==> config.mk <==
export PLATFORM = sky130hd
export DESIGN_NAME = cfr_regs
export DESIGN_NICKNAME = d
export VERILOG_FILES = /design/src/rtl/cfr_pkg.sv /design/src/rtl/cfr_regs.sv
export VERILOG_INCLUDE_DIRS = /design/src /design/src/rtl
export SDC_FILE = /design/constraint.sdc
export NUM_CORES = 1
export LEC_CHECK = 0
export ABC_AREA = 1
export BUFFER_PORTS_ARGS = -buffer_cell sky130_fd_sc_hd__buf_2
export CORE_MARGIN = 2
export CORE_UTILIZATION = 58
export CTS_CLUSTER_SIZE = 20
export DETAILED_ROUTE_END_ITERATION = 10
export GPL_ROUTABILITY_DRIVEN = 0
export GPL_TIMING_DRIVEN = 0
export PLACE_DENSITY = 0.84
export SYNTH_ARGS = -nofsm -noshare
export SYNTH_HDL_FRONTEND = slang
export SYNTH_SLANG_ARGS = --single-unit
==> constraint.sdc <==
create_clock -name mclk_in -period 2.8 [get_ports mclk_in]
set_clock_uncertainty 0.1 [all_clocks]
set_input_delay 0.14 -clock mclk_in [delete_from_list [all_inputs] [get_ports mclk_in]]
set_output_delay 0.14 -clock mclk_in [all_outputs]
set_load 0.01 [all_outputs]
==> src/rtl/cfr_params.svh <==
// Register offsets, field positions, reset values and sizes for the clock and full-scale bank
`ifndef CFR_PARAMS_SVH
`define CFR_PARAMS_SVH

`define CFR_ADDR_W 12
`define CFR_DATA_W 24

`define CFR_OFF_CLK_TUNE 12'h02B
`define CFR_OFF_SYNC_POS 12'h02C
`define CFR_OFF_FS_A 12'h030
`define CFR_OFF_FS_B 12'h032

`define CFR_RST_CLK_TUNE 8'h11
`define CFR_RST_SYNC_POS 24'h000000
`define CFR_RST_FS 16'hA000

`define CFR_CLK_TUNE_MASK 8'h17
`define CFR_BIT_FB_GAIN 4
`define CFR_BIT_NOISE_SUPPR 2
`define CFR_FS_MIN_REC 16'h2000

`endif

==> src/rtl/cfr_pkg.sv <==
// Types for the clock and full-scale register bank
package cfr_pkg;

  typedef enum logic [3:0] {
    CFR_SEL_CLK_TUNE = 4'h1,
    CFR_SEL_SYNC_POS = 4'h2,
    CFR_SEL_FS_A = 4'h4,
    CFR_SEL_FS_B = 4'h8
  } cfr_sel_t;

  typedef logic [15:0] cfr_fs_code_t;

endpackage

==> src/rtl/cfr_regs.sv <==
// Clock tuning, sync edge position and full-scale range register bank
//
// Design decision made here: the strobed register port.
`timescale 1ns/100ps
`include "cfr_params.svh"

module cfr_regs (
  input wire logic mclk_in,
  input wire logic sys_rst_in,
  input wire logic [`CFR_ADDR_W-1:0] reg_addr_in,
  input wire logic [`CFR_DATA_W-1:0] reg_wdata_in,
  input wire logic reg_wr_in,
  input wire logic reg_rd_in,
  input wire logic [`CFR_DATA_W-1:0] sync_pos_in,
  input wire logic sync_pos_valid_in,
  output logic [`CFR_DATA_W-1:0] reg_rdata_out,
  output logic feedback_gain_high_out,
  output logic supply_noise_suppress_enable_out,
  output logic [1:0] sample_clock_delay_onehot_out,
  output logic [15:0] full_scale_adjust_chan_a_out,
  output logic [15:0] full_scale_adjust_chan_b_out
);

  // ****************************************************************
  // Address decode
  // ****************************************************************
  function automatic logic [3:0] cfr_decode(input logic [`CFR_ADDR_W-1:0] addr);
    logic [3:0] sel;
    sel = 4'h0;
    unique case (addr)
      `CFR_OFF_CLK_TUNE: sel = cfr_pkg::CFR_SEL_CLK_TUNE;
      `CFR_OFF_SYNC_POS: sel = cfr_pkg::CFR_SEL_SYNC_POS;
      `CFR_OFF_FS_A: sel = cfr_pkg::CFR_SEL_FS_A;
      `CFR_OFF_FS_B: sel = cfr_pkg::CFR_SEL_FS_B;
      default: sel = 4'h0;
    endcase
    return sel;
  endfunction

  logic [3:0] wr_sel;
  logic [3:0] rd_sel;
  logic [7:0] clk_tune_q;
  logic [`CFR_DATA_W-1:0] sync_pos_q;
  logic [`CFR_DATA_W-1:0] sync_pos_s1_q;
  logic [`CFR_DATA_W-1:0] sync_pos_s2_q;
  logic sync_vld_s1_q;
  logic sync_vld_s2_q;
  cfr_pkg::cfr_fs_code_t fs_a_q;
  cfr_pkg::cfr_fs_code_t fs_b_q;
  logic [`CFR_DATA_W-1:0] rdata_d;

  assign wr_sel = reg_wr_in ? cfr_decode(reg_addr_in) : 4'h0;
  assign rd_sel = reg_rd_in ? cfr_decode(reg_addr_in) : 4'h0;

  // ****************************************************************
  // Clock tuning register
  // ****************************************************************
  always_ff @(posedge mclk_in) begin
    if (sys_rst_in) begin
      clk_tune_q <= `CFR_RST_CLK_TUNE;
    end else if (wr_sel[0]) begin
      // Reserved bits masked; delay code kept as written
      clk_tune_q <= reg_wdata_in[7:0] & `CFR_CLK_TUNE_MASK;
    end
  end

  always_ff @(posedge mclk_in) begin
    if (sys_rst_in) begin
      feedback_gain_high_out <= 1'b1;
      supply_noise_suppress_enable_out <= 1'b0;
      sample_clock_delay_onehot_out <= 2'h1;
    end else begin
      feedback_gain_high_out <= clk_tune_q[`CFR_BIT_FB_GAIN];
      supply_noise_suppress_enable_out <= clk_tune_q[`CFR_BIT_NOISE_SUPPR];
      sample_clock_delay_onehot_out <= clk_tune_q[1:0];
    end
  end

  // ****************************************************************
  // Sync edge position capture
  // ****************************************************************
  // Capture comes from the analog detector, outside this clock domain
  always_ff @(posedge mclk_in) begin
    if (sys_rst_in) begin
      sync_pos_s1_q <= `CFR_RST_SYNC_POS;
      sync_pos_s2_q <= `CFR_RST_SYNC_POS;
      sync_vld_s1_q <= 1'b0;
      sync_vld_s2_q <= 1'b0;
    end else begin
      sync_pos_s1_q <= sync_pos_in;
      sync_pos_s2_q <= sync_pos_s1_q;
      sync_vld_s1_q <= sync_pos_valid_in;
      sync_vld_s2_q <= sync_vld_s1_q;
    end
  end

  // Bus writes never touch this status
  always_ff @(posedge mclk_in) begin
    if (sys_rst_in) begin
      sync_pos_q <= `CFR_RST_SYNC_POS;
    end else if (sync_vld_s2_q) begin
      sync_pos_q <= sync_pos_s2_q;
    end
  end

  // ****************************************************************
  // Full-scale range registers
  // ****************************************************************
  always_ff @(posedge mclk_in) begin
    if (sys_rst_in) begin
      fs_a_q <= `CFR_RST_FS;
    end else if (wr_sel[2]) begin
      fs_a_q <= reg_wdata_in[15:0];
    end
  end

  always_ff @(posedge mclk_in) begin
    if (sys_rst_in) begin
      fs_b_q <= `CFR_RST_FS;
    end else if (wr_sel[3]) begin
      fs_b_q <= reg_wdata_in[15:0];
    end
  end

  always_ff @(posedge mclk_in) begin
    if (sys_rst_in) begin
      full_scale_adjust_chan_a_out <= `CFR_RST_FS;
      full_scale_adjust_chan_b_out <= `CFR_RST_FS;
    end else begin
      full_scale_adjust_chan_a_out <= fs_a_q;
      full_scale_adjust_chan_b_out <= fs_b_q;
    end
  end

  // ****************************************************************
  // Read path
  // ****************************************************************
  always_comb begin
    rdata_d = '0;
    unique case (rd_sel)
      4'h1: rdata_d = {16'h0000, clk_tune_q};
      4'h2: rdata_d = sync_pos_q;
      4'h4: rdata_d = {8'h00, fs_a_q};
      4'h8: rdata_d = {8'h00, fs_b_q};
      default: rdata_d = '0;
    endcase
  end

  // Data stands only in the cycle after the read strobe
  always_ff @(posedge mclk_in) begin
    if (sys_rst_in) begin
      reg_rdata_out <= '0;
    end else begin
      reg_rdata_out <= rdata_d;
    end
  end

  // ****************************************************************
  // Assertions
  // ****************************************************************
  reserved_bits_zero_a: assert property (@(posedge mclk_in) disable iff (sys_rst_in)
    (clk_tune_q & ~`CFR_CLK_TUNE_MASK) == 8'h00) else $error("Reserved tuning bits set");

  tune_reset_value_a: assert property (@(posedge mclk_in)
    sys_rst_in |=> clk_tune_q == `CFR_RST_CLK_TUNE) else $error("Tuning reset value wrong");

  gain_follows_write_a: assert property (@(posedge mclk_in) disable iff (sys_rst_in)
    wr_sel[0] ##1 !wr_sel[0] |=> feedback_gain_high_out == $past(reg_wdata_in[4], 2))
    else $error("Gain output mismatch");

  suppress_follows_a: assert property (@(posedge mclk_in) disable iff (sys_rst_in)
    ##1 supply_noise_suppress_enable_out == $past(clk_tune_q[2])) else $error("Suppress output mismatch");

  delay_code_kept_a: assert property (@(posedge mclk_in) disable iff (sys_rst_in)
    wr_sel[0] |=> clk_tune_q[1:0] == $past(reg_wdata_in[1:0])) else $error("Delay code altered");

  sync_pos_ro_a: assert property (@(posedge mclk_in) disable iff (sys_rst_in)
    !sync_vld_s2_q |=> $stable(sync_pos_q)) else $error("Sync status changed without capture");

  sync_read_back_a: assert property (@(posedge mclk_in) disable iff (sys_rst_in)
    rd_sel[1] |=> reg_rdata_out == $past(sync_pos_q)) else $error("Sync status readback wrong");

  fs_a_write_a: assert property (@(posedge mclk_in) disable iff (sys_rst_in)
    wr_sel[2] |=> ##1 full_scale_adjust_chan_a_out == $past(reg_wdata_in[15:0], 2))
    else $error("Channel A range not applied");

  fs_b_write_a: assert property (@(posedge mclk_in) disable iff (sys_rst_in)
    wr_sel[3] |=> ##1 full_scale_adjust_chan_b_out == $past(reg_wdata_in[15:0], 2))
    else $error("Channel B range not applied");

  unmapped_reads_zero_a: assert property (@(posedge mclk_in) disable iff (sys_rst_in)
    reg_rd_in && cfr_decode(reg_addr_in) == 4'h0 |=> reg_rdata_out == '0) else $error("Unmapped read nonzero");

  // ****************************************************************
  // Reset value checks
  // ****************************************************************
  gain_reset_a: assert property (@(posedge mclk_in)
    sys_rst_in |=> feedback_gain_high_out == 1'b1)
    else $error("Gain reset value wrong");

  suppress_reset_a: assert property (@(posedge mclk_in)
    sys_rst_in |=> supply_noise_suppress_enable_out == 1'b0)
    else $error("Suppress reset value wrong");

  delay_reset_a: assert property (@(posedge mclk_in)
    sys_rst_in |=> sample_clock_delay_onehot_out == 2'h1)
    else $error("Delay reset value wrong");

  fs_a_reset_a: assert property (@(posedge mclk_in)
    sys_rst_in |=> fs_a_q == `CFR_RST_FS && full_scale_adjust_chan_a_out == `CFR_RST_FS)
    else $error("Channel A range reset value wrong");

  fs_b_reset_a: assert property (@(posedge mclk_in)
    sys_rst_in |=> fs_b_q == `CFR_RST_FS && full_scale_adjust_chan_b_out == `CFR_RST_FS)
    else $error("Channel B range reset value wrong");

  sync_reset_a: assert property (@(posedge mclk_in)
    sys_rst_in |=> sync_pos_q == `CFR_RST_SYNC_POS)
    else $error("Sync status reset value wrong");

  rdata_reset_a: assert property (@(posedge mclk_in)
    sys_rst_in |=> reg_rdata_out == '0)
    else $error("Read data not cleared by reset");

  // ****************************************************************
  // Hold and follow checks
  // ****************************************************************
  gain_out_tracks_a: assert property (@(posedge mclk_in) disable iff (sys_rst_in)
    1'b1 |=> feedback_gain_high_out == $past(clk_tune_q[`CFR_BIT_FB_GAIN]))
    else $error("Gain output does not track register");

  delay_out_tracks_a: assert property (@(posedge mclk_in) disable iff (sys_rst_in)
    1'b1 |=> sample_clock_delay_onehot_out == $past(clk_tune_q[1:0]))
    else $error("Delay output does not track register");

  fs_a_tracks_a: assert property (@(posedge mclk_in) disable iff (sys_rst_in)
    1'b1 |=> full_scale_adjust_chan_a_out == $past(fs_a_q))
    else $error("Channel A output does not track register");

  fs_b_tracks_a: assert property (@(posedge mclk_in) disable iff (sys_rst_in)
    1'b1 |=> full_scale_adjust_chan_b_out == $past(fs_b_q))
    else $error("Channel B output does not track register");

  tune_hold_a: assert property (@(posedge mclk_in) disable iff (sys_rst_in)
    !wr_sel[0] |=> $stable(clk_tune_q))
    else $error("Tuning register changed without write");

  fs_a_hold_a: assert property (@(posedge mclk_in) disable iff (sys_rst_in)
    !wr_sel[2] |=> $stable(fs_a_q))
    else $error("Channel A range changed without write");

  fs_b_hold_a: assert property (@(posedge mclk_in) disable iff (sys_rst_in)
    !wr_sel[3] |=> $stable(fs_b_q))
    else $error("Channel B range changed without write");

  sync_load_a: assert property (@(posedge mclk_in) disable iff (sys_rst_in)
    sync_vld_s2_q |=> sync_pos_q == $past(sync_pos_s2_q))
    else $error("Sync status not loaded on capture");

  sync_write_ignored_a: assert property (@(posedge mclk_in) disable iff (sys_rst_in)
    wr_sel[1] && !sync_vld_s2_q |=> $stable(sync_pos_q))
    else $error("Sync status written by bus");

  // ****************************************************************
  // Read-back checks
  // ****************************************************************
  tune_readback_a: assert property (@(posedge mclk_in) disable iff (sys_rst_in)
    rd_sel[0] |=> reg_rdata_out == {16'h0000, $past(clk_tune_q)})
    else $error("Tuning readback wrong");

  fs_a_readback_a: assert property (@(posedge mclk_in) disable iff (sys_rst_in)
    rd_sel[2] |=> reg_rdata_out == {8'h00, $past(fs_a_q)})
    else $error("Channel A range readback wrong");

  fs_b_readback_a: assert property (@(posedge mclk_in) disable iff (sys_rst_in)
    rd_sel[3] |=> reg_rdata_out == {8'h00, $past(fs_b_q)})
    else $error("Channel B range readback wrong");

  read_idle_zero_a: assert property (@(posedge mclk_in) disable iff (sys_rst_in)
    !reg_rd_in |=> reg_rdata_out == '0)
    else $error("Read data outside read cycle");

  // ****************************************************************
  // Cover points
  // ****************************************************************
  tune_write_cov: cover property (@(posedge mclk_in) disable iff (sys_rst_in) wr_sel[0] ##1 rd_sel[0]);
  fs_min_code_cov: cover property (@(posedge mclk_in) disable iff (sys_rst_in)
    wr_sel[2] && reg_wdata_in[15:0] == `CFR_FS_MIN_REC);
  sync_capture_cov: cover property (@(posedge mclk_in) disable iff (sys_rst_in) sync_vld_s2_q ##1 rd_sel[1]);
  fs_pair_write_cov: cover property (@(posedge mclk_in) disable iff (sys_rst_in) wr_sel[2] ##1 wr_sel[3]);
  mid_reset_cov: cover property (@(posedge mclk_in) !sys_rst_in ##1 sys_rst_in);

endmodule

Word-level counts from Yosys, hierarchy flattened
Cells that the tools add are included.

Bits in registers: 170.

Eq/ne operators: 8. Multiplexer cells: 4.

Operator list (count): $pmux 24 s4 (1); $eq 12x6->1 const B (4); $pmux 4 s4 (1); $mux 4 (2); $eq 4x1->1 const B (1); $eq 4x2->1 const B (1); $eq 4x3->1 const B (1); $eq 4x4->1 const B (1).

Longest topological paths before layout
Depth in word-level cells: 5. Mapped depth: 8. Mapped depth without buffers: 8.

Worst setup path after synthesis
OpenSTA, ideal clock, no wires.

Path type: input -> register. From: input reg_addr_in[11]. To: register fs_a_q[12]. Arrival time: 1.023 ns. Required time: 2.584 ns. Setup slack: 1.561 ns. Stages on the path: 7. Path buffers: 1. Cell sequence: nor2_1 > nand2_2 > nor2_4 > nand3_2 > buf_6 > o21ai_1 > a21oi_1.

Cells in the longest elaborated chain, start to end: 3. Elaborated cells between the ends (all ways): 6. Classes of those cells: 4 x eq/ne; 2 x mux.

Ends and longest elaborated chain: start, declared (RTL line cfr_regs.sv:10) `` input wire logic [`CFR_ADDR_W-1:0] reg_addr_in, ``; $eq 12x6->1 (RTL line cfr_regs.sv:30) `unique case (addr)`; $pmux 4 s4 * (RTL line cfr_regs.sv:30); $mux 4 * (RTL line cfr_regs.sv:52) `assign wr_sel = reg_wr_in ? cfr_decode(reg_addr_in) : 4'h0;`; end signal, assigned (RTL line cfr_regs.sv:111) `` fs_a_q <= `CFR_RST_FS; ``; end signal, assigned (RTL line cfr_regs.sv:113) `fs_a_q <= reg_wdata_in[15:0];`; end, declared (RTL line cfr_regs.sv:48) `cfr_pkg::cfr_fs_code_t fs_a_q;`.

Every way passes the cells marked *; elsewhere a longest branch is shown, timed or not. A chain may end at the register's enable or synchronous reset.

Worst setup path after layout
From: input reg_addr_in[7]. To: register clk_tune_q[0].

Cells in the longest elaborated chain, start to end: 3. Elaborated cells between the ends (all ways): 6. Classes of those cells: 4 x eq/ne; 2 x mux.

Ends and longest elaborated chain: $eq 12x6->1 (RTL line cfr_regs.sv:30); $pmux 4 s4 * (RTL line cfr_regs.sv:30); $mux 4 * (RTL line cfr_regs.sv:52); end signal, assigned (RTL line cfr_regs.sv:60) `` clk_tune_q <= `CFR_RST_CLK_TUNE; ``; end signal, assigned (RTL line cfr_regs.sv:63) `` clk_tune_q <= reg_wdata_in[7:0] & `CFR_CLK_TUNE_MASK; ``; end, declared (RTL line cfr_regs.sv:42) `logic [7:0] clk_tune_q;`.

Marked as above.

==> flow_summary.ini <==
[logic_synthesis]
synth_common_cells = 170 x dfxtp_1, 128 x nor2_1, 109 x inv_1, 51 x nand4_1, 39 x a21oi_1
synth_edf_count = 0
ys_warn_count = 0
netlist_area_um2 = 5830
synth_area_leaders = dfxtp_1 58%, nor2_1 8.2%, inv_1 7.0%
synth_ff_type = dfxtp_1
yosysMostFrequentCell = dfxtp_1
synth_top_area_share_pct = 58.4
syn_nets = 743
ys_seq_area_share_pct = 58.4
async_flop_share_pct = 0
synth_cell_types = 25
synth_top_area_cell = dfxtp_1
syn_inst = 678
avgSynthCellArea_um2 = 8.60
yosys_register_bits = 170

[pwr]
clockPowerShare_pct = 47.0
p_comb_share_pct = 5.1
internal_power_mw = 4.10
swShare_pct = 21.1
powerDensity_nw_per_um2 = 679
seq_power_share_pct = 47.9
peakVddDrop_mv = 0.425
p_leak_nw = 3.55
p_total_mw = 5.19
p_switching_mw = 1.09

[critical_path]
crit_required_ns = 3.18
cp-end-kind = flip-flop
start_kind = primary input
worstSetupPathType = primary input to flip-flop
crit_fanout = 10
rrSetupSlack_ns = 1.45
arrival_ns = 2.24

[timing]
clock.fmax_mhz = 537
setup_viol = 0
fin_crit_ns = 1.86
tns_ns = 0
finalCritPeriodShare_pct = 66.5
rsz0062_at_grt = false
tightest_slew_ns = 0.666
finalHoldViolations = 0
slew_viol_final = 0
relSlewSlack_pct = 55.6

[floorplan]
io-pin-count = 125
die_x_um = 104
dieArea_um2 = 10900
core_area_um2 = 9770
row_count = 36
die-height_um = 104
initial_core_util_pct = 59.6

[routing]
via_per_inst = 5.16
drtIter0Drc = 339
drc = 0
routed-via-count = 5176
firstDrtPassIters = 6
antenna_left = 0
drt-total-wl_mm = 14.9
drt-wirelength-per-cell_um = 14.8

[place]
dpl.hpwl_mm = 9.74
portBuffers = 115

[clock_tree]
clockBufferDepth = 2
cts_made_buffers = 17
clkTransAtPathRegs_ns = 0.06
htreeDepth = 4
clk_latency_ns = 0.54
clockRootBuffer = clkbuf_8
cts_tree = yes
clock_sinks = 170

[status]
run_status = complete, no violations

[global_route]
antenna_found_initial = 3
grt_pass1_vias = 5092
overflow = 0
grt_max_degree = 17
grt_pass1_wl_mm = 23.9
grtUsageTotal_pct = 28.0

[run]
drv_cap = 0

[cells_and_area]
final_net_count = 922
utilization_pct = 78.3
nFillCells = 624
syn_to_final_growth_pct = 31.3
drive_above_1_share_pct = 22.5

[worst_hold_path]
hp-class = primary input to flip-flop
-- path summary, 6_finish.rpt --
check | startpoint | to | cells past startpoint
worst max-delay path | reg_addr_in[7] | clk_tune_q[0] | 9
worst min-delay path | reg_rd_in | reg_rdata_out[10] | 5
worst min register to register | sync_pos_s1_q[23] | sync_pos_s2_q[23] | 2
worst max register to register | sync_vld_s2_q | sync_pos_q[20] | 4
-- flip-flops by register name, summed over array words and instances, names as in the netlist --
signal,cells
full_scale_adjust_chan_a_out,16
sync_vld_s2_q,1
fs_b_q,16
sync_pos_s1_q,24
feedback_gain_high_out,1
sync_vld_s1_q,1
full_scale_adjust_chan_b_out,16
sample_clock_delay_onehot_out,2
clk_tune_q,4
reg_rdata_out,24
supply_noise_suppress_enable_out,1
sync_pos_s2_q,24
fs_a_q,16
sync_pos_q,24
-- cell type report --
class | count | area (µm²) | share of cell area, %
plain buffers | 39 | 216 | 2.83
diodes | 1 | 2.50 | 0.0327
well taps | 133 | 166 | 2.18
clock buffers | 21 | 459 | 6.00
inverters | 111 | 417 | 5.45
clock inverters | 11 | 168 | 2.19
repair buffers | 160 | 1030 | 13.4
multi-input cells | 358 | 1790 | 23.4
flip-flops and latches | 170 | 3400 | 44.5
-- metal layers --
layer | GRT usage [%] | wire, µm
met1 | 32.2 | 5870
met5 | 0 | 21
met3 | 9.21 | 1310
met4 | 12.0 | 348
met2 | 47.9 | 7320
-- what timing repair did --
item | 4_1_cts | 5_1_grt
hold endpoints to repair | 61 | 0
resized for setup | 0 | 0
hold buffers | 45 | 0
buffers inserted | 0 | 0
-- cells by family (layout without fill, tap and decap cells) --
group / count (synthesis) / in the layout / synth area share (%)
other cells: 0 / 1 / 0
simple gates: 258 / 258 / 21.3
buf+inv: 150 / 342 / 10.9
compound gates: 100 / 100 / 9.49
flops: 170 / 170 / 58.4
-- power groups by stage --
stage / sequential [mW] / combinational (mW) / clock, mW
final: 2.49 / 0.264 / 2.44
after global routing: 2.49 / 0.290 / 2.55
after CTS: 2.49 / 0.255 / 2.45
after detailed placement: 2.54 / 0.205 / 0
after global placement: 2.54 / 0.197 / 0
after floorplan: 2.53 / 0.120 / 0
-- worst max-delay path: stages --
cell	delay [ns]
buf_2	0.09
nor2_1	0.17
nand3_1	0.20
inv_1	0.15
buf_4	0.18
nand4_1	0.09
dlygate4sd3_1	0.56
nand3_1	0.09
dlygate4sd3_1	0.56
-- through the flow --
step	cell area [µm²]	setup WS (ns)	cells	hold WS, ns
floorplan	5830	1.56	678	0.147
global placement	6570	1.17	926	0.239
detailed placement	6570	1.14	926	0.246
CTS	7650	0.997	1003	0.0238
global route	7650	0.865	1004	0.0954
finish	7650	0.938	1004	0.0441
-- cell usage in the layout (no fill, tap or decap), drive strengths merged --
cell	n
diode	1
clkinv	5
nor3	8
a21oi	41
or2	6
o211ai	4
nand4	51
clkinvlp	2
nor2	137
bufinv	4
nand3	22
nand2	34
inv	111
buf	131
o21ai	55
dlygate4sd3	45
clkbuf	44
dfxtp	170
(Power assumes the default switching activity.)
